File: config.mk
export PLATFORM = sky130hd
export DESIGN_NAME = dtu_top
export DESIGN_NICKNAME = d
export VERILOG_FILES = /design/src/dtu_match.v /design/src/dtu_addr_step.v /design/src/dtu_top.v
export VERILOG_INCLUDE_DIRS = /design/src
export SDC_FILE = /design/constraint.sdc
export NUM_CORES = 1
export LEC_CHECK = 0
export ABC_AREA = 1
export BUFFER_PORTS_ARGS = -buffer_cell sky130_fd_sc_hd__buf_2
export CAP_MARGIN = 5
export CORE_ASPECT_RATIO = 0.8
export CORE_MARGIN = 8
export CORE_UTILIZATION = 40
export DETAILED_ROUTE_END_ITERATION = 10
export HOLD_SLACK_MARGIN = 0.15
export PLACE_DENSITY = 0.54
export SLEW_MARGIN = 20
export SYNTH_ARGS = -nofsm -noshare
export SYNTH_HDL_FRONTEND = slang
export SYNTH_SLANG_ARGS = --single-unit
export TNS_END_PERCENT = 5
File: constraint.sdc
create_clock -name clk_i -period 6.3 [get_ports clk_i]
set_input_delay 1.575 -clock clk_i [delete_from_list [all_inputs] [get_ports clk_i]]
set_output_delay 1.575 -clock clk_i [all_outputs]
set_load 0.005 [all_outputs]
File: src/dtu_consts.vh
// Purpose: constants for the dual channel dma transfer unit
// Assumes: included by dtu_top.v and the address step module
// Notes:   byte addresses on a 32-bit classic wishbone slave
//
// What this block does
// - move data between local and global addresses
// - source or sink serial or parallel devices
// - byte sizes local only, global words only
// - cpu loads chain address, unit fetches rest
// - two identical channels, shared chip-level registers
// - interleave between channels or with cpu
// - hog mode keeps bus until operation ends
// - transfer reads source then writes destination
// - search reads source, compares, never writes
// - masked bit positions ignored during compare
// - transfer-and-search stops on programmed match condition
// - base-to-current reload copies internally, no memory
// - chaining reloads registers from new table
// - on completion interrupt, reload, chain or nothing
// - master mode holds chip-level enables
// - command writes issue reset, start chain, others
// - reset clears irq flags, sets abort, clears mode
// - reload word bits 9..0 select loaded registers
// - mask bit one always counts as match
// - software start blocked by second irq or no-reload
`ifndef DTU_CONSTS_VH
`define DTU_CONSTS_VH
// register byte addresses, channel window selects on address bits 7..5
`define DTU_A_MMR     8'h00
`define DTU_A_CMD     8'h04
`define DTU_CH0_SEL   3'h1
`define DTU_CH1_SEL   3'h2
// word index inside a channel window
`define DTU_R_CHS     3'h0
`define DTU_R_CHO     3'h1
`define DTU_R_STAT    3'h2
`define DTU_R_CNT     3'h3
`define DTU_R_CML     3'h4
`define DTU_R_CMH     3'h5
`define DTU_R_IVEC    3'h6
`define DTU_R_ISAVE   3'h7
// command codes, channel select bit
`define DTU_CMD_RESET 4'h0
`define DTU_CMD_START 4'h1
`define DTU_CMD_SWSET 4'h2
`define DTU_CMD_SWCLR 4'h3
`define DTU_CMD_IACK  4'h4
`define DTU_CMD_CHB   4
// master mode bits
`define DTU_MM_EN     0
`define DTU_MM_CPUIL  1
`define DTU_MM_ASYNC  2
`define DTU_MM_CTIRQ  3
`define DTU_MM_SAVEV  4
`define DTU_MM_W      5
// segment/tag bits
`define DTU_TAG_GLB   6
`define DTU_STEP_INC  2'h0
`define DTU_STEP_DEC  2'h1
// channel mode low fields
`define DTU_OP_XFER   2'h0
`define DTU_OP_SRCH   2'h1
`define DTU_OP_XS     2'h2
`define DTU_SZ_WORD   2'h0
`define DTU_SZ_HIGH   2'h1
`define DTU_ML_ASRC   4
`define DTU_TT_HOG    2'h1
`define DTU_ML_CIRQ   7
`define DTU_ML_B2C    8
`define DTU_ML_CHN    9
// channel mode high fields
`define DTU_MC_MATCH  2'h1
`define DTU_MC_NOMAT  2'h2
`define DTU_MH_SWREQ  3
// reload word bits
`define DTU_RL_CARA   4'h9
`define DTU_RL_CARB   4'h8
`define DTU_RL_COPC   4'h7
`define DTU_RL_BARA   4'h6
`define DTU_RL_BARB   4'h5
`define DTU_RL_BOPC   4'h4
`define DTU_RL_PM     4'h3
`define DTU_RL_IVEC   4'h2
`define DTU_RL_MODE   4'h1
`define DTU_RL_CHAIN  4'h0
// engine states
`define DTU_S_IDLE    3'h0
`define DTU_S_CRD     3'h1
`define DTU_S_SRC     3'h2
`define DTU_S_DST     3'h3
`define DTU_S_CNT     3'h4
`define DTU_S_DONE    3'h5
`define DTU_S_YLD     3'h6
`endif

File: src/dtu_match.v
// Purpose: pattern compare with don't-care mask
// Assumes: same-clock data
// Notes:   purely combinational
`timescale 1ns/10ps
module dtu_match #(
    parameter W = 16
) (
    // compare operands
    input  wire [W-1:0] dat_i,
    input  wire [W-1:0] pat_i,
    input  wire [W-1:0] msk_i,
    // result
    output wire         hit_o
);
    assign hit_o = ~|((dat_i ^ pat_i) & ~msk_i);
endmodule

File: src/dtu_addr_step.v
// Purpose: next address for increment, decrement or hold
// Assumes: word step two, byte step one
// Notes:   purely combinational
`timescale 1ns/10ps
`include "dtu_consts.vh"
module dtu_addr_step #(
    parameter AW = 22
) (
    // current address and step
    input  wire [AW-1:0] adr_i,
    input  wire [1:0]    mode_i,
    input  wire          byte_i,
    // next address
    output wire [AW-1:0] adr_o
);
    wire [AW-1:0] d = {{(AW-2){1'b0}}, ~byte_i, byte_i};
    assign adr_o = (mode_i == `DTU_STEP_INC) ? adr_i + d :
                   (mode_i == `DTU_STEP_DEC) ? adr_i - d : adr_i;
endmodule

File: src/dtu_top.v
// Purpose: two channel dma transfer unit with chain loading
// Assumes: mem_ack_i and bus_gnt_i come from logic on clk_i
// Notes:   one engine serves both channels in turn
`timescale 1ns/10ps
`include "dtu_consts.vh"
module dtu_top #(
    parameter AW = 22
) (
    // clock and reset
    input  wire          clk_i,
    input  wire          rst_i,
    // wishbone slave
    input  wire          wb_cyc_i,
    input  wire          wb_stb_i,
    input  wire          wb_we_i,
    input  wire [7:0]    wb_adr_i,
    input  wire [3:0]    wb_sel_i,
    input  wire [31:0]   wb_dat_i,
    output wire [31:0]   wb_dat_o,
    output wire          wb_ack_o,
    // memory master
    output wire          mem_req_o,
    output wire          mem_we_o,
    output wire          mem_glob_o,
    output wire [1:0]    mem_tgt_o,
    output wire [AW-1:0] mem_adr_o,
    output wire [1:0]    mem_bsel_o,
    output wire [15:0]   mem_dat_o,
    input  wire [15:0]   mem_dat_i,
    input  wire          mem_ack_i,
    // bus arbitration
    output wire          bus_req_o,
    input  wire          bus_gnt_i,
    // chip level outputs
    output wire          irq_o,
    output wire          async_en_o,
    output wire          ct_irq_en_o,
    output wire          save_vec_en_o
);
    // channel registers
    reg [15:0] cas [0:1];
    reg [15:0] cao [0:1];
    reg [15:0] cbs [0:1];
    reg [15:0] cbo [0:1];
    reg [15:0] bas [0:1];
    reg [15:0] bao [0:1];
    reg [15:0] bbs [0:1];
    reg [15:0] bbo [0:1];
    reg [15:0] copc [0:1];
    reg [15:0] bopc [0:1];
    reg [15:0] pat [0:1];
    reg [15:0] msk [0:1];
    reg [15:0] cml [0:1];
    reg [15:0] cmh [0:1];
    reg [15:0] chs [0:1];
    reg [15:0] cho [0:1];
    reg [15:0] ivec [0:1];
    reg [15:0] isv [0:1];
    reg [1:0]  cie_r, ip_r, sip_r, wfb_r, ca_r, nac_r, tc_r, mc_r, cpend_r;
    reg [`DTU_MM_W-1:0] mmr_r;
    // bus slave and engine state
    reg        ack_r;
    reg [31:0] rdat_r;
    reg [2:0]  st_r;
    reg        ch_r, rr_r, first_r, sub_r, hit_r;
    reg [9:0]  rw_r;
    reg [AW-1:0] cp_r;
    reg        cglb_r;
    reg [15:0] dat_r;
    reg        mreq_r, mwe_r, mglb_r, breq_r, irq_r;
    reg [1:0]  mtgt_r, mbsel_r;
    reg [AW-1:0] madr_r;
    reg [15:0] mdo_r;
    integer    i;
    integer    j;

    // current channel view
    wire        c = ch_r;
    wire [15:0] ml = cml[c];
    wire [15:0] mh = cmh[c];
    wire        asrc = ml[`DTU_ML_ASRC];
    wire [15:0] ssg = asrc ? cas[c] : cbs[c];
    wire [15:0] dsg = asrc ? cbs[c] : cas[c];
    wire [1:0]  op = ml[1:0];
    wire [1:0]  sz = ml[3:2];
    wire [1:0]  tt = ml[6:5];
    wire [AW-1:0] a_cur = {cas[c][5:0], cao[c]};
    wire [AW-1:0] b_cur = {cbs[c][5:0], cbo[c]};
    wire [AW-1:0] a_nxt, b_nxt;
    wire        hit;

    dtu_addr_step #(.AW(AW)) u_stepa (
        .adr_i  (a_cur),
        .mode_i (cas[c][8:7]),
        .byte_i (sz != `DTU_SZ_WORD && !cas[c][`DTU_TAG_GLB]),
        .adr_o  (a_nxt)
    );
    dtu_addr_step #(.AW(AW)) u_stepb (
        .adr_i  (b_cur),
        .mode_i (cbs[c][8:7]),
        .byte_i (sz != `DTU_SZ_WORD && !cbs[c][`DTU_TAG_GLB]),
        .adr_o  (b_nxt)
    );
    dtu_match #(.W(16)) u_match (
        .dat_i (mem_dat_i),
        .pat_i (pat[c]),
        .msk_i (msk[c]),
        .hit_o (hit)
    );

    // lane select: global side always a full word
    function [1:0] lanes;
        input [1:0] s;
        input       g;
        begin
            if (g || s == `DTU_SZ_WORD)
                lanes = 2'h3;
            else if (s == `DTU_SZ_HIGH)
                lanes = 2'h2;
            else
                lanes = 2'h1;
        end
    endfunction

    // highest pending reload bit
    reg [3:0] hb;
    always @* begin
        hb = 4'h0;
        for (j = 0; j < 10; j = j + 1)
            if (rw_r[j])
                hb = j[3:0];
    end
    wire two = (hb != `DTU_RL_COPC) && (hb != `DTU_RL_BOPC) && (hb != `DTU_RL_IVEC);

    // channel readiness and pick
    wire [1:0] run = {cmh[1][`DTU_MH_SWREQ] & ~sip_r[1] & ~nac_r[1],
                      cmh[0][`DTU_MH_SWREQ] & ~sip_r[0] & ~nac_r[0]};
    wire [1:0] rdy = (cpend_r | run) & {2{mmr_r[`DTU_MM_EN]}};
    wire       pick = rdy[rr_r] ? rr_r : ~rr_r;
    wire       last = (copc[c] == 16'h1);
    wire       mcond = (op != `DTU_OP_XFER) &&
                       ((mh[1:0] == `DTU_MC_MATCH && hit_r) ||
                        (mh[1:0] == `DTU_MC_NOMAT && !hit_r));

    // wishbone decode
    wire        wb_hit = wb_cyc_i & wb_stb_i & ~ack_r;
    wire        wr = wb_hit & wb_we_i;
    wire [2:0]  wsel = wb_adr_i[7:5];
    wire        wch = (wsel == `DTU_CH1_SEL);
    wire        wchv = (wsel == `DTU_CH0_SEL) || (wsel == `DTU_CH1_SEL);
    wire [2:0]  widx = wb_adr_i[4:2];
    wire [15:0] wm = {{8{wb_sel_i[1]}}, {8{wb_sel_i[0]}}};
    wire [15:0] wv = wb_dat_i[15:0] & wm;
    wire        cmd_v = wr && wb_adr_i == `DTU_A_CMD && wb_sel_i[0];
    wire [3:0]  cmd = wb_dat_i[3:0];
    wire        cch = wb_dat_i[`DTU_CMD_CHB];
    wire        cmd_rst = cmd_v && cmd == `DTU_CMD_RESET;
    reg  [15:0] rmux;
    always @* begin
        rmux = 16'h0;
        if (wb_adr_i == `DTU_A_MMR)
            rmux = {{(16-`DTU_MM_W){1'b0}}, mmr_r};
        else if (wchv) begin
            case (widx)
                `DTU_R_CHS:   rmux = chs[wch];
                `DTU_R_CHO:   rmux = cho[wch];
                `DTU_R_STAT:  rmux = {7'h0, st_r != `DTU_S_IDLE && ch_r == wch, mc_r[wch],
                                      tc_r[wch], nac_r[wch], ca_r[wch], wfb_r[wch],
                                      sip_r[wch], ip_r[wch], cie_r[wch]};
                `DTU_R_CNT:   rmux = copc[wch];
                `DTU_R_CML:   rmux = cml[wch];
                `DTU_R_CMH:   rmux = cmh[wch];
                `DTU_R_IVEC:  rmux = ivec[wch];
                default:      rmux = isv[wch];
            endcase
        end
    end

    always @(posedge clk_i) begin
        if (rst_i || cmd_rst) begin
            // chip reset: both channels to a known state
            cie_r   <= 2'h0;
            ip_r    <= 2'h0;
            sip_r   <= 2'h0;
            wfb_r   <= 2'h0;
            ca_r    <= 2'h3;
            nac_r   <= 2'h3;
            mmr_r   <= {`DTU_MM_W{1'b0}};
            cpend_r <= 2'h0;
            tc_r    <= 2'h0;
            mc_r    <= 2'h0;
            st_r    <= `DTU_S_IDLE;
            mreq_r  <= 1'b0;
            breq_r  <= 1'b0;
            irq_r   <= 1'b0;
            ch_r    <= 1'b0;
            rr_r    <= 1'b0;
            for (i = 0; i < 2; i = i + 1) begin
                cml[i] <= 16'h0;
                cmh[i] <= 16'h0;
            end
        end else begin
            irq_r  <= |(ip_r & cie_r);
            wfb_r  <= {2{breq_r & ~bus_gnt_i}} & {ch_r, ~ch_r};
            // register writes
            if (wr && wb_adr_i == `DTU_A_MMR)
                mmr_r <= (mmr_r & ~wm[`DTU_MM_W-1:0]) | wv[`DTU_MM_W-1:0];
            if (wr && wchv) begin
                case (widx)
                    `DTU_R_CHS: begin
                        chs[wch] <= (chs[wch] & ~wm) | wv;
                        ca_r[wch] <= 1'b0;
                    end
                    `DTU_R_CHO: begin
                        cho[wch] <= (cho[wch] & ~wm) | wv;
                        ca_r[wch] <= 1'b0;
                    end
                    `DTU_R_CML: begin
                        cml[wch] <= (cml[wch] & ~wm) | wv;
                        cie_r[wch] <= wb_sel_i[0] ? wb_dat_i[`DTU_ML_CIRQ] : cie_r[wch];
                    end
                    `DTU_R_CMH:  cmh[wch] <= (cmh[wch] & ~wm) | wv;
                    `DTU_R_IVEC: ivec[wch] <= (ivec[wch] & ~wm) | wv;
                    default: ;
                endcase
            end
            // channel commands
            if (cmd_v) begin
                case (cmd)
                    `DTU_CMD_START: begin
                        nac_r[cch] <= 1'b0;
                        if (!sip_r[cch] && !ca_r[cch])
                            cpend_r[cch] <= 1'b1;
                    end
                    `DTU_CMD_SWSET: cmh[cch][`DTU_MH_SWREQ] <= 1'b1;
                    `DTU_CMD_SWCLR: cmh[cch][`DTU_MH_SWREQ] <= 1'b0;
                    `DTU_CMD_IACK: begin
                        if (sip_r[cch])
                            sip_r[cch] <= 1'b0;
                        else
                            ip_r[cch] <= 1'b0;
                    end
                    default: ;
                endcase
            end
            // engine; its flag sets come last so they win over clears
            case (st_r)
                `DTU_S_IDLE: begin
                    breq_r <= |rdy;
                    if (|rdy && breq_r && bus_gnt_i) begin
                        ch_r <= pick;
                        rr_r <= ~pick;
                        if (cpend_r[pick]) begin
                            cpend_r[pick] <= 1'b0;
                            cp_r    <= {chs[pick][5:0], cho[pick]};
                            cglb_r  <= chs[pick][`DTU_TAG_GLB];
                            first_r <= 1'b1;
                            sub_r   <= 1'b0;
                            st_r    <= `DTU_S_CRD;
                        end else begin
                            st_r <= `DTU_S_SRC;
                        end
                    end
                end
                `DTU_S_CRD: begin
                    if (!mreq_r) begin
                        if (!first_r && rw_r == 10'h0)
                            st_r <= mh[`DTU_MH_SWREQ] ? `DTU_S_SRC : `DTU_S_IDLE;
                        else if (bus_gnt_i) begin
                            mreq_r  <= 1'b1;
                            mwe_r   <= 1'b0;
                            madr_r  <= cp_r;
                            mglb_r  <= cglb_r;
                            mtgt_r  <= 2'h0;
                            mbsel_r <= 2'h3;
                        end
                    end else if (mem_ack_i) begin
                        mreq_r <= 1'b0;
                        cp_r   <= cp_r + {{(AW-2){1'b0}}, 2'h2};
                        first_r <= 1'b0;
                        if (first_r)
                            rw_r <= mem_dat_i[9:0];
                        else begin
                            sub_r <= two & ~sub_r;
                            if (!two || sub_r)
                                rw_r[hb] <= 1'b0;
                            case (hb)
                                `DTU_RL_CARA: if (sub_r) cao[c] <= mem_dat_i;
                                              else cas[c] <= mem_dat_i;
                                `DTU_RL_CARB: if (sub_r) cbo[c] <= mem_dat_i;
                                              else cbs[c] <= mem_dat_i;
                                `DTU_RL_COPC: copc[c] <= mem_dat_i;
                                `DTU_RL_BARA: if (sub_r) bao[c] <= mem_dat_i;
                                              else bas[c] <= mem_dat_i;
                                `DTU_RL_BARB: if (sub_r) bbo[c] <= mem_dat_i;
                                              else bbs[c] <= mem_dat_i;
                                `DTU_RL_BOPC: bopc[c] <= mem_dat_i;
                                `DTU_RL_PM:   if (sub_r) msk[c] <= mem_dat_i;
                                              else pat[c] <= mem_dat_i;
                                `DTU_RL_IVEC: ivec[c] <= mem_dat_i;
                                `DTU_RL_MODE: if (sub_r) begin
                                                  cml[c] <= mem_dat_i;
                                                  cie_r[c] <= mem_dat_i[`DTU_ML_CIRQ];
                                              end else cmh[c] <= mem_dat_i;
                                default: begin
                                    if (sub_r) begin
                                        cho[c] <= mem_dat_i;
                                        ca_r[c] <= 1'b0;
                                    end else chs[c] <= mem_dat_i;
                                end
                            endcase
                        end
                    end
                end
                `DTU_S_SRC: begin
                    if (!mreq_r) begin
                        if (bus_gnt_i) begin
                            mreq_r  <= 1'b1;
                            mwe_r   <= 1'b0;
                            madr_r  <= asrc ? a_cur : b_cur;
                            mglb_r  <= ssg[`DTU_TAG_GLB];
                            mtgt_r  <= ssg[10:9];
                            mbsel_r <= lanes(sz, ssg[`DTU_TAG_GLB]);
                        end
                    end else if (mem_ack_i) begin
                        mreq_r <= 1'b0;
                        dat_r  <= mem_dat_i;
                        hit_r  <= hit;
                        if (asrc) begin
                            cas[c][5:0] <= a_nxt[AW-1:16];
                            cao[c] <= a_nxt[15:0];
                        end else begin
                            cbs[c][5:0] <= b_nxt[AW-1:16];
                            cbo[c] <= b_nxt[15:0];
                        end
                        st_r <= (op == `DTU_OP_SRCH) ? `DTU_S_CNT : `DTU_S_DST;
                    end
                end
                `DTU_S_DST: begin
                    if (!mreq_r) begin
                        if (bus_gnt_i) begin
                            mreq_r  <= 1'b1;
                            mwe_r   <= 1'b1;
                            madr_r  <= asrc ? b_cur : a_cur;
                            mglb_r  <= dsg[`DTU_TAG_GLB];
                            mtgt_r  <= dsg[10:9];
                            mbsel_r <= lanes(sz, dsg[`DTU_TAG_GLB]);
                            mdo_r   <= dat_r;
                        end
                    end else if (mem_ack_i) begin
                        mreq_r <= 1'b0;
                        if (asrc) begin
                            cbs[c][5:0] <= b_nxt[AW-1:16];
                            cbo[c] <= b_nxt[15:0];
                        end else begin
                            cas[c][5:0] <= a_nxt[AW-1:16];
                            cao[c] <= a_nxt[15:0];
                        end
                        st_r <= `DTU_S_CNT;
                    end
                end
                `DTU_S_CNT: begin
                    copc[c] <= copc[c] - 16'h1;
                    if (last || mcond) begin
                        tc_r[c] <= last;
                        mc_r[c] <= mcond;
                        st_r <= `DTU_S_DONE;
                    end else if (tt == `DTU_TT_HOG)
                        st_r <= `DTU_S_SRC;
                    else if (mmr_r[`DTU_MM_CPUIL])
                        st_r <= `DTU_S_YLD;
                    else
                        st_r <= `DTU_S_IDLE;
                end
                `DTU_S_DONE: begin
                    if (ml[`DTU_ML_CIRQ]) begin
                        if (ip_r[c])
                            sip_r[c] <= 1'b1;
                        else
                            ip_r[c] <= 1'b1;
                        if (mmr_r[`DTU_MM_SAVEV])
                            isv[c] <= ivec[c];
                    end
                    if (ml[`DTU_ML_B2C]) begin
                        cas[c]  <= bas[c];
                        cao[c]  <= bao[c];
                        cbs[c]  <= bbs[c];
                        cbo[c]  <= bbo[c];
                        copc[c] <= bopc[c];
                    end
                    if (ml[`DTU_ML_CHN]) begin
                        cp_r    <= {chs[c][5:0], cho[c]};
                        cglb_r  <= chs[c][`DTU_TAG_GLB];
                        first_r <= 1'b1;
                        sub_r   <= 1'b0;
                        st_r    <= `DTU_S_CRD;
                    end else begin
                        if (!ml[`DTU_ML_B2C]) begin
                            cmh[c][`DTU_MH_SWREQ] <= 1'b0;
                            nac_r[c] <= 1'b1;
                        end
                        st_r <= `DTU_S_YLD;
                    end
                end
                `DTU_S_YLD: begin
                    breq_r <= 1'b0;
                    st_r   <= `DTU_S_IDLE;
                end
                default: st_r <= `DTU_S_IDLE;
            endcase
        end
    end

    // bus slave handshake and read data
    always @(posedge clk_i) begin
        if (rst_i) begin
            ack_r  <= 1'b0;
            rdat_r <= 32'h0;
        end else begin
            ack_r <= wb_hit;
            if (wb_hit)
                rdat_r <= {16'h0, rmux};
        end
    end

    assign wb_ack_o      = ack_r;
    assign wb_dat_o      = rdat_r;
    assign mem_req_o     = mreq_r;
    assign mem_we_o      = mwe_r;
    assign mem_glob_o    = mglb_r;
    assign mem_tgt_o     = mtgt_r;
    assign mem_adr_o     = madr_r;
    assign mem_bsel_o    = mbsel_r;
    assign mem_dat_o     = mdo_r;
    assign bus_req_o     = breq_r;
    assign irq_o         = irq_r;
    assign async_en_o    = mmr_r[`DTU_MM_ASYNC];
    assign ct_irq_en_o   = mmr_r[`DTU_MM_CTIRQ];
    assign save_vec_en_o = mmr_r[`DTU_MM_SAVEV];
endmodule

### Yosys cells after proc, flatten, opt, wreduce, memory -nomap -nowiden

Memories as Yosys holds them, arrays and structs flattened. A register that Yosys moved wholly into a read port is not among the register bits.
Cells that the tools add are included.

* register bits: 144
* RAM bits: 576
* input bits: 67
* output and inout port bits: 83
* word-level logic and storage cells: 728
* memories: 18

* add/subtract/negate cells: 6
* $lt $le $gt $ge: 11
* eq/ne operators: 58
* muxes and demuxes: 449
* bitwise gates (word level): 79
* reductions and logical operators: 76

Memories
* bao: words 2, width 16, rd ports 1, clocked after Yosys merged registers in 1, wr ports 1, line dtu_top.v:46 `reg [15:0] bao [0:1];`
* bas: words 2, width 16, rd ports 1, clocked after Yosys merged registers in 1, wr ports 1, line dtu_top.v:45 `reg [15:0] bas [0:1];`
* bbo: words 2, width 16, rd ports 1, clocked after Yosys merged registers in 1, wr ports 1, line dtu_top.v:48 `reg [15:0] bbo [0:1];`
* bbs: words 2, width 16, rd ports 1, clocked after Yosys merged registers in 1, wr ports 1, line dtu_top.v:47 `reg [15:0] bbs [0:1];`
* bopc: words 2, width 16, rd ports 1, clocked after Yosys merged registers in 1, wr ports 1, line dtu_top.v:50 `reg [15:0] bopc [0:1];`
* cao: words 2, width 16, rd ports 1, clocked after Yosys merged registers in 1, wr ports 1, line dtu_top.v:42 `reg [15:0] cao [0:1];`
* 12 more memories

Operators by type and width (count)
* 2-to-1 mux 22 bit: 18
* 2-to-1 mux 1 bit: 296
* 2-to-1 mux 16 bit: 15
* 2-to-1 mux 2 bit: 66
* case mux 22 bit (3 select lines): 2
* AND 16 bit: 7
* case mux 16 bit (7 select lines): 1
* OR reduction 16 bit: 6
* bitwise OR 16 bit: 5
* adder 22 x 2 -> 22 bit: 2
* subtractor 22 x 2 -> 22 bit: 2
* 2-to-1 mux 10 bit: 4
* 2-to-1 mux 3 bit: 12
* 2-to-1 mux 6 bit: 6
* != test 2 bit (second input constant): 18
* 2-to-1 mux 4 bit: 8
* inverter 16 bit: 2
* adder 22 x 2 -> 22 bit (second input constant): 1
* logical AND 1 bit: 22
* 2-to-1 mux 11 bit: 2
* AND reduction 7 bit: 3
* equality test 4 x 3 -> 1 bit (second input constant): 5
* AND 2 bit: 9
* equality test 3 bit (second input constant): 6
* 51 further kinds: 161

### Longest topological paths before layout

Gate-level depths: netlist of the first run.

* depth in word-level cells: 20
* gate-level depth with buffers: 26
* gate-level depth less buffers: 21

### Hierarchy

A second synthesis of the first run with hierarchy kept.

* cells, all modules: 4062
* area total of the unflattened synthesis: 35922.0 sq um

By module, submodules not included
* dtu_top: instances 1, cells an instance 3511, area an instance 33298.2 sq um, seq. area each 19959.1 sq um
* dtu_addr_step at u_stepa: instances 1, cells an instance 233, area an instance 1116.1 sq um, seq. area each 0.0 sq um
* dtu_addr_step at u_stepb: instances 1, cells an instance 225, area an instance 1113.6 sq um, seq. area each 0.0 sq um
* dtu_match: instances 1, cells an instance 93, area an instance 394.1 sq um, seq. area each 0.0 sq um

### Least setup slack after synthesis of the first run

OpenSTA, ideal clock, no wires.

* kind: input to register
* start: in wb_adr_i[2]
* end: reg madr_r[0] (netlist: mem_adr_o[0]) (enable)
* library setup time: 0.445 ns
* arrival: 4.086 ns
* required time: 5.855 ns
* path slack: 1.769 ns
* cell stages on the path: 8
* buffers on the path: 1
* cells stage by stage: inv_2 -> nor2_2 -> nand2_1 -> nor2_2 -> nand3_2 -> nand2_4 -> buf_2 -> nor3_1

* cells in the longest elaborated chain, start to end: 7

Ends and longest elaborated chain
* start, declared: line dtu_top.v:16 `input wire [7:0] wb_adr_i,`
* equality test 8 x 3 -> 1 bit (no line)
* logical AND 1 bit (no line)
* logical AND 1 bit: line dtu_top.v:154 `` wire cmd_v = wr && wb_adr_i == `DTU_A_CMD && wb_sel_i[0]; ``
* logical AND 1 bit (no line)
* logical OR 1 bit: line dtu_top.v:180 `if (rst_i || cmd_rst) begin`
* inverter 1 bit (no line)
* AND reduction 9 bit (no line)
* end signal, assigned: line dtu_top.v:272 `madr_r <= cp_r;`
* end signal, assigned: line dtu_top.v:320 `madr_r <= asrc ? a_cur : b_cur;`
* end signal, assigned: line dtu_top.v:344 `madr_r <= asrc ? b_cur : a_cur;`
* end, declared: line dtu_top.v:72 `reg [AW-1:0] madr_r;`

No other way between the ends.
A chain may end at the register's enable or synchronous reset.

==> flow_summary.ini, run 1 <==
[status]
run_status = complete, no violations

[timing]
timing.setup.tns_ps = 0
worst-slew-pin-transition_ps = 1420
skew_ps = 41.0
timing.final.hold_violations = 0
max-slew-margin-rel_pct = 4.30
slew_viol_final = 0
max_clock_freq_mhz = 227
post-route-period-util_pct = 70.0
finalSetupViolations = 0
grt_setup_unrepaired = false
post-route-min-period_ps = 4410

[worst_setup_path]
critPathArrivalTime_ps = 4800
crit_path_max_fanout = 33
critPathSlowestCell = clkinv_1
cpMostUsedCell = buf_4
critical_path.max_stage_delay_ps = 810
cp.required_ps = 6690
category_of_the_most_critical_setup_path = register to register
critical_path.cell_chain = inv_1, nand2_2, clkinv_1, nand3_4, nor2_1, nand2_1, buf_4, o21ai_1, buf_4
worstSetupStartpointType = register
critPathTopFamily = buffers and inverters
cp-end-kind = register
critical_path_buf_inv_count = 4

[placement]
portBuffers = 115
hpwlAfterDp_um = 89300
gpl.final_weighted_congestion = 0.942

[power]
power.leakage_uw = 0.0157
vdd_drop_max_mv = 0.175
pwr_density_cell_nw_per_um2 = 252

[clock_tree]
root_buffer = clkbuf_16
cts_tree = done
path_clk_slew_ps = 60
cts-resized-gates = 0
hold_buffers = 0
clock_tree.htree_level_count = 3
numClockSinks = 681
insertion_delay_ps = 660
postcts_setup_bufs = 0
cts-root-to-sink-buffers = 3
cts_buffers = 77

[global_route]
first_global_vias = 26517
grt_max_degree = 135
total_global_routing_overflow = 0
grt_antenna_before_repair = 8
global_route.usage.total_pct = 24.8
global_route_wire_length_before_repair_um = 184000

[floorplan]
floorplan.io_pins = 150
starting_density_pct = 40.1
design.die.area_um2 = 99100
core_region_area_um2 = 88900
die-height_um = 283
row_count = 98
die_x_um = 350

[layout]
layout.core_utilization_pct = 45.1
synthToLayoutAreaGrowth_pct = 12.3
final_layout_size_suffix_gt1_share_pct = 11.3
final_cell_mix = 1225 x nand2_1, 632 x edfxtp_1, 356 x o21ai_0
layout.nets = 4205
final_common_cell = nand2_1

[yosys]
yosys_most_used_dff = edfxtp_1
synth_top_cell_by_area = edfxtp_1
yosysWarnings = 0
postSynthCellCount = 4039
ys_async_sr_fraction_pct = 0
post_synth_main_area_contributors = edfxtp_1 53%, nand2_1 13%, o21ai_0 5.1%
synth.top_cell.area_share_pct = 53.2
synth_enable_flop_cells = 632
syn-mean-instance-area_um2 = 8.83
ys_types = 61
postSynthRegisterBits = 681
sequential_fraction_of_the_synthesis_area_pct = 55.9
syn_area_um2 = 35700

[route]
wl_um = 127000
detailedRoute.firstIterationViolations = 3673
drt-wirelength-per-cell_um = 23.5
drc_errors = 0
final_antenna_net_count = 0
vias_per_cell = 5.50
drt_first_pass_iters = 6
routed-via-count = 29643

[run]
max_cap_viol_count = 0

[worst_hold_path]
min_path_type = register to register
[per-stage QoR]
step / instances / hold WS, ps / instance area, um^2 / setup slack [ps] / power (uW)
2_1_floorplan: 4054 / 400 / 35700 / 1770 / 5290
5_1_grt: 5385 / 420 / 40000 / 1560 / 10300
3_3_place_gp: 5244 / 403 / 37500 / 1420 / 5520
6_report: 5389 / 411 / 40100 / 1890 / 10100
4_1_cts: 5385 / 410 / 40000 / 1960 / 10100
3_5_place_dp: 5244 / 405 / 37500 / 1420 / 5520
[synthesized netlist by cell type (all sizes together) (3+ instances only)]
master,instances
a21o,3
a31oi,12
o221ai,14
o22ai,26
o2111ai,4
buf,123
mux2i,10
inv,339
nand3b,11
nand3,248
o32ai,3
o211ai,63
nand4,44
o21bai,6
nand2,1254
xor2,21
clkinv,6
a211oi,7
nor2,301
or2,30
o21ai,491
ha,11
nor3,53
a21oi,144
edfxtp,632
fa,4
nor4,3
dfxtp,49
a22oi,26
clkbuf,85
[worst paths after layout]
kind	slack [ps]	start	end	depth (start not counted)
setup / recovery	1890	st_r[2]	chs[1][12]	9
setup reg to reg	1890	st_r[2]	chs[1][12]	9
hold reg to reg	410	dat_r[6]	mem_dat_o[6]	0
hold / removal	410	dat_r[6]	mem_dat_o[6]	0
[registers in the layout, indices dropped and copies added (netlist names), 32 cells and up, named ones only]
signal and flops:
cho 32, bopc 32, chs 32, cbo 32, isv 32, copc 32, pat 32, cao 32
msk 32, cml 32, bao 32, ivec 32, bbo 32, cmh 32
[report_power, final]
group,leakage [uW],switching [uW],internal (uW)
combinational,0.00831,378,108
sequential,0.00616,6.63,4940
clock,0.00124,1950,2690
total,0.0157,2330,7740
[metal layers]
layer | track usage, % | wire [um] | part of all wire [%] | vias to the layer above
met5 | 0 | 23 | 0.018 | -
met4 | 6.46 | 3080 | 2.4 | 4
met3 | 5.33 | 12700 | 10 | 179
met2 | 34.7 | 52100 | 41 | 1360
met1 | 38.3 | 59000 | 46 | 14143
li1 | - | - | - | 13957
[layout make-up]
| class | instances | area [um^2] |
|---|---|---|
| fill | 8611 | 48800 |
| sequential | 681 | 20000 |
| timing repair buffer | 198 | 1210 |
| multi-input combinational | 2820 | 13500 |
| clock buffer | 96 | 2080 |
| tap | 1200 | 1500 |
| clock inverter | 45 | 502 |
| antenna | 4 | 10.0 |
| inverter | 345 | 1300 |
[cells by family (layout without fill, tap and decap cells)]
kind of cell | after synthesis | count (layout) | share of synthesized area (%)
buf+inv | 553 | 684 | 6.63
other cells | 1 | 20 | 0.0105
flops | 681 | 681 | 55.9
fa+ha+maj | 15 | 15 | 0.610
mux | 10 | 10 | 0.281
xor+xnor | 23 | 23 | 0.565
compound gates | 809 | 809 | 12.8
simple gates | 1947 | 1947 | 23.1
Note: power is estimated with default switching activity, not from simulation.
==> inputs of run 2 (changes only) <==
PLACE_DENSITY = 0.56   (was 0.54)
clock period = 3.6 ns   (was 6.3 ns; I/O delays follow)
==> run 2 against run 1 <==
Effect of this change: total power increased by 73%; global-route usage decreased by 0.17 points; largest power group unchanged; register-to-register slack got worse by 1700 ps; first-iteration DRC count increased by 9.5%; sequential power increased by 75%; final cell count increased by 1.7%; die area unchanged; combinational power increased by 83%; cell area increased by 1.7%.
==> flow_summary.ini, run 2 (synthesis results as in run 1) <==
[timing]
post-route-min-period_ps = 3450
timing.final.hold_violations = 0
post-route-period-util_pct = 96.0
slew_viol_final = 0
timing.setup.tns_ps = 0
grt_setup_unrepaired = false
finalSetupViolations = 0
worst-slew-pin-transition_ps = 806
skew_ps = 49.4
max-slew-margin-rel_pct = 45.7
max_clock_freq_mhz = 289

[worst_hold_path]
hold_path.startpoint = dat_r[14]
min_path_type = register to register

[layout]
filler_cell_count = 8574
final_common_cell = nand2_1
synthToLayoutAreaGrowth_pct = 14.2
final_cell_mix = 1225 x nand2_1, 632 x edfxtp_1, 356 x o21ai_0
multi_input_comb_area_um2 = 13500
final_layout_size_suffix_gt1_share_pct = 13.3
sequential_cell_area_um2 = 20000
layout.nets = 4300

[route]
vias_per_cell = 5.50
wl_um = 126000
drt_first_pass_iters = 5
final_antenna_net_count = 0
detailedRoute.firstIterationViolations = 4021
drt-wirelength-per-cell_um = 23.0
routed-via-count = 30136
drc_errors = 0

[power]
vdd_drop_max_mv = 0.355
pwr_density_cell_nw_per_um2 = 427
power.total_uw = 17400
power.leakage_uw = 0.0162

[run]
max_cap_viol_count = 0

[worst_setup_path]
critical_path.cell_chain = inv_6, buf_4, or2_2, o21ai_1, inv_1, ha_1, fa_1, nand3_1, inv_1, nand4_1, nand2_2, nand2_1, nor2_1, o21ai_1, nand2_1
r2r_slack_ps = 150
critPathSlowestCell = fa_1
category_of_the_most_critical_setup_path = register to register
cp.required_ps = 3970
cp-end-kind = register
worstSetupStartpointType = register
critical_path.max_stage_delay_ps = 470
critPathTopFamily = simple AND/OR/NAND/NOR gates
crit_path_max_fanout = 24
critical_path_buf_inv_count = 4
critPathArrivalTime_ps = 3830

[floorplan]
die-height_um = 283
starting_density_pct = 40.1
die_x_um = 350
row_count = 98
design.die.area_um2 = 99100
core_region_area_um2 = 88900
floorplan.io_pins = 150

[global_route]
total_global_routing_overflow = 0
first_global_vias = 26673
global_route.usage.total_pct = 24.6
grt_antenna_before_repair = 3
grt_max_degree = 81
global_route_wire_length_before_repair_um = 183000

[clock_tree]
cts_tree = done
insertion_delay_ps = 670
cts_buffers = 77
numClockSinks = 681
clock_tree.htree_level_count = 3
hold_buffers = 0
path_clk_slew_ps = 60
cts-root-to-sink-buffers = 3
root_buffer = clkbuf_16

[placement]
hpwlAfterDp_um = 90700
gpl.final_weighted_congestion = 0.959
portBuffers = 115

[status]
run_status = complete, no violations
==> run 2: path summary, 6_finish.rpt <==
| check | endpoint | cells after the start |
|---|---|---|
| worst max-delay path | cbs[0][2] | 15 |
| worst min-delay path | mem_dat_o[14] | 0 |
| worst max register to register | cbs[0][2] | 15 |
| worst min register to register | mem_dat_o[14] | 0 |
==> run 2: report_power, final <==
| group | internal (uW) | total, uW | leakage [uW] | switching, uW |
|---|---|---|---|---|
| combinational | 226 | 889 | 0.00878 | 663 |
| clock | 4430 | 7860 | 0.00121 | 3430 |
| sequential | 8650 | 8660 | 0.00616 | 11.4 |
| total | 13300 | 17400 | 0.0162 | 4100 |
==> run 2: metrics by stage <==
stage | worst slack, ps | std cells | utilization, % | hold WS, ps | instance area, um^2
floorplan | 99.7 | 4054 | - | 400 | 35700
global placement | 67.9 | 5339 | 43.0 | 402 | 38200
detailed placement | 76.8 | 5339 | 43.0 | 405 | 38200
CTS | 52.0 | 5479 | 45.8 | 419 | 40700
global route | 10.3 | 5479 | 45.8 | 421 | 40700
finish | 146 | 5482 | 45.8 | 418 | 40800
==> run 2: layout make-up <==
class,instances,area share (%)
sequential,681,49.0
multi-input combinational,2820,33.1
antenna,3,0.0184
timing repair buffer,293,4.88
clock inverter,41,1.01
inverter,345,3.20
clock buffer,99,5.11
tap,1200,3.68
==> run 2: routing by layer <==
layer  GRT usage (%)  share of wire, %  vias to the layer above
met5               0                 0                        -
met4            5.97               2.6                        0
met3            5.33                11                      200
met2            34.5                41                     1528
met1            38.1                45                    14264
li1                -                 -                    14144
==> run 2: timing repair <==
item | CTS | global route
hold endpoints to repair | 0 | 0
setup endpoints to repair | 0 | 34
gates resized for setup | 0 | 4
buffers inserted | 0 | 0
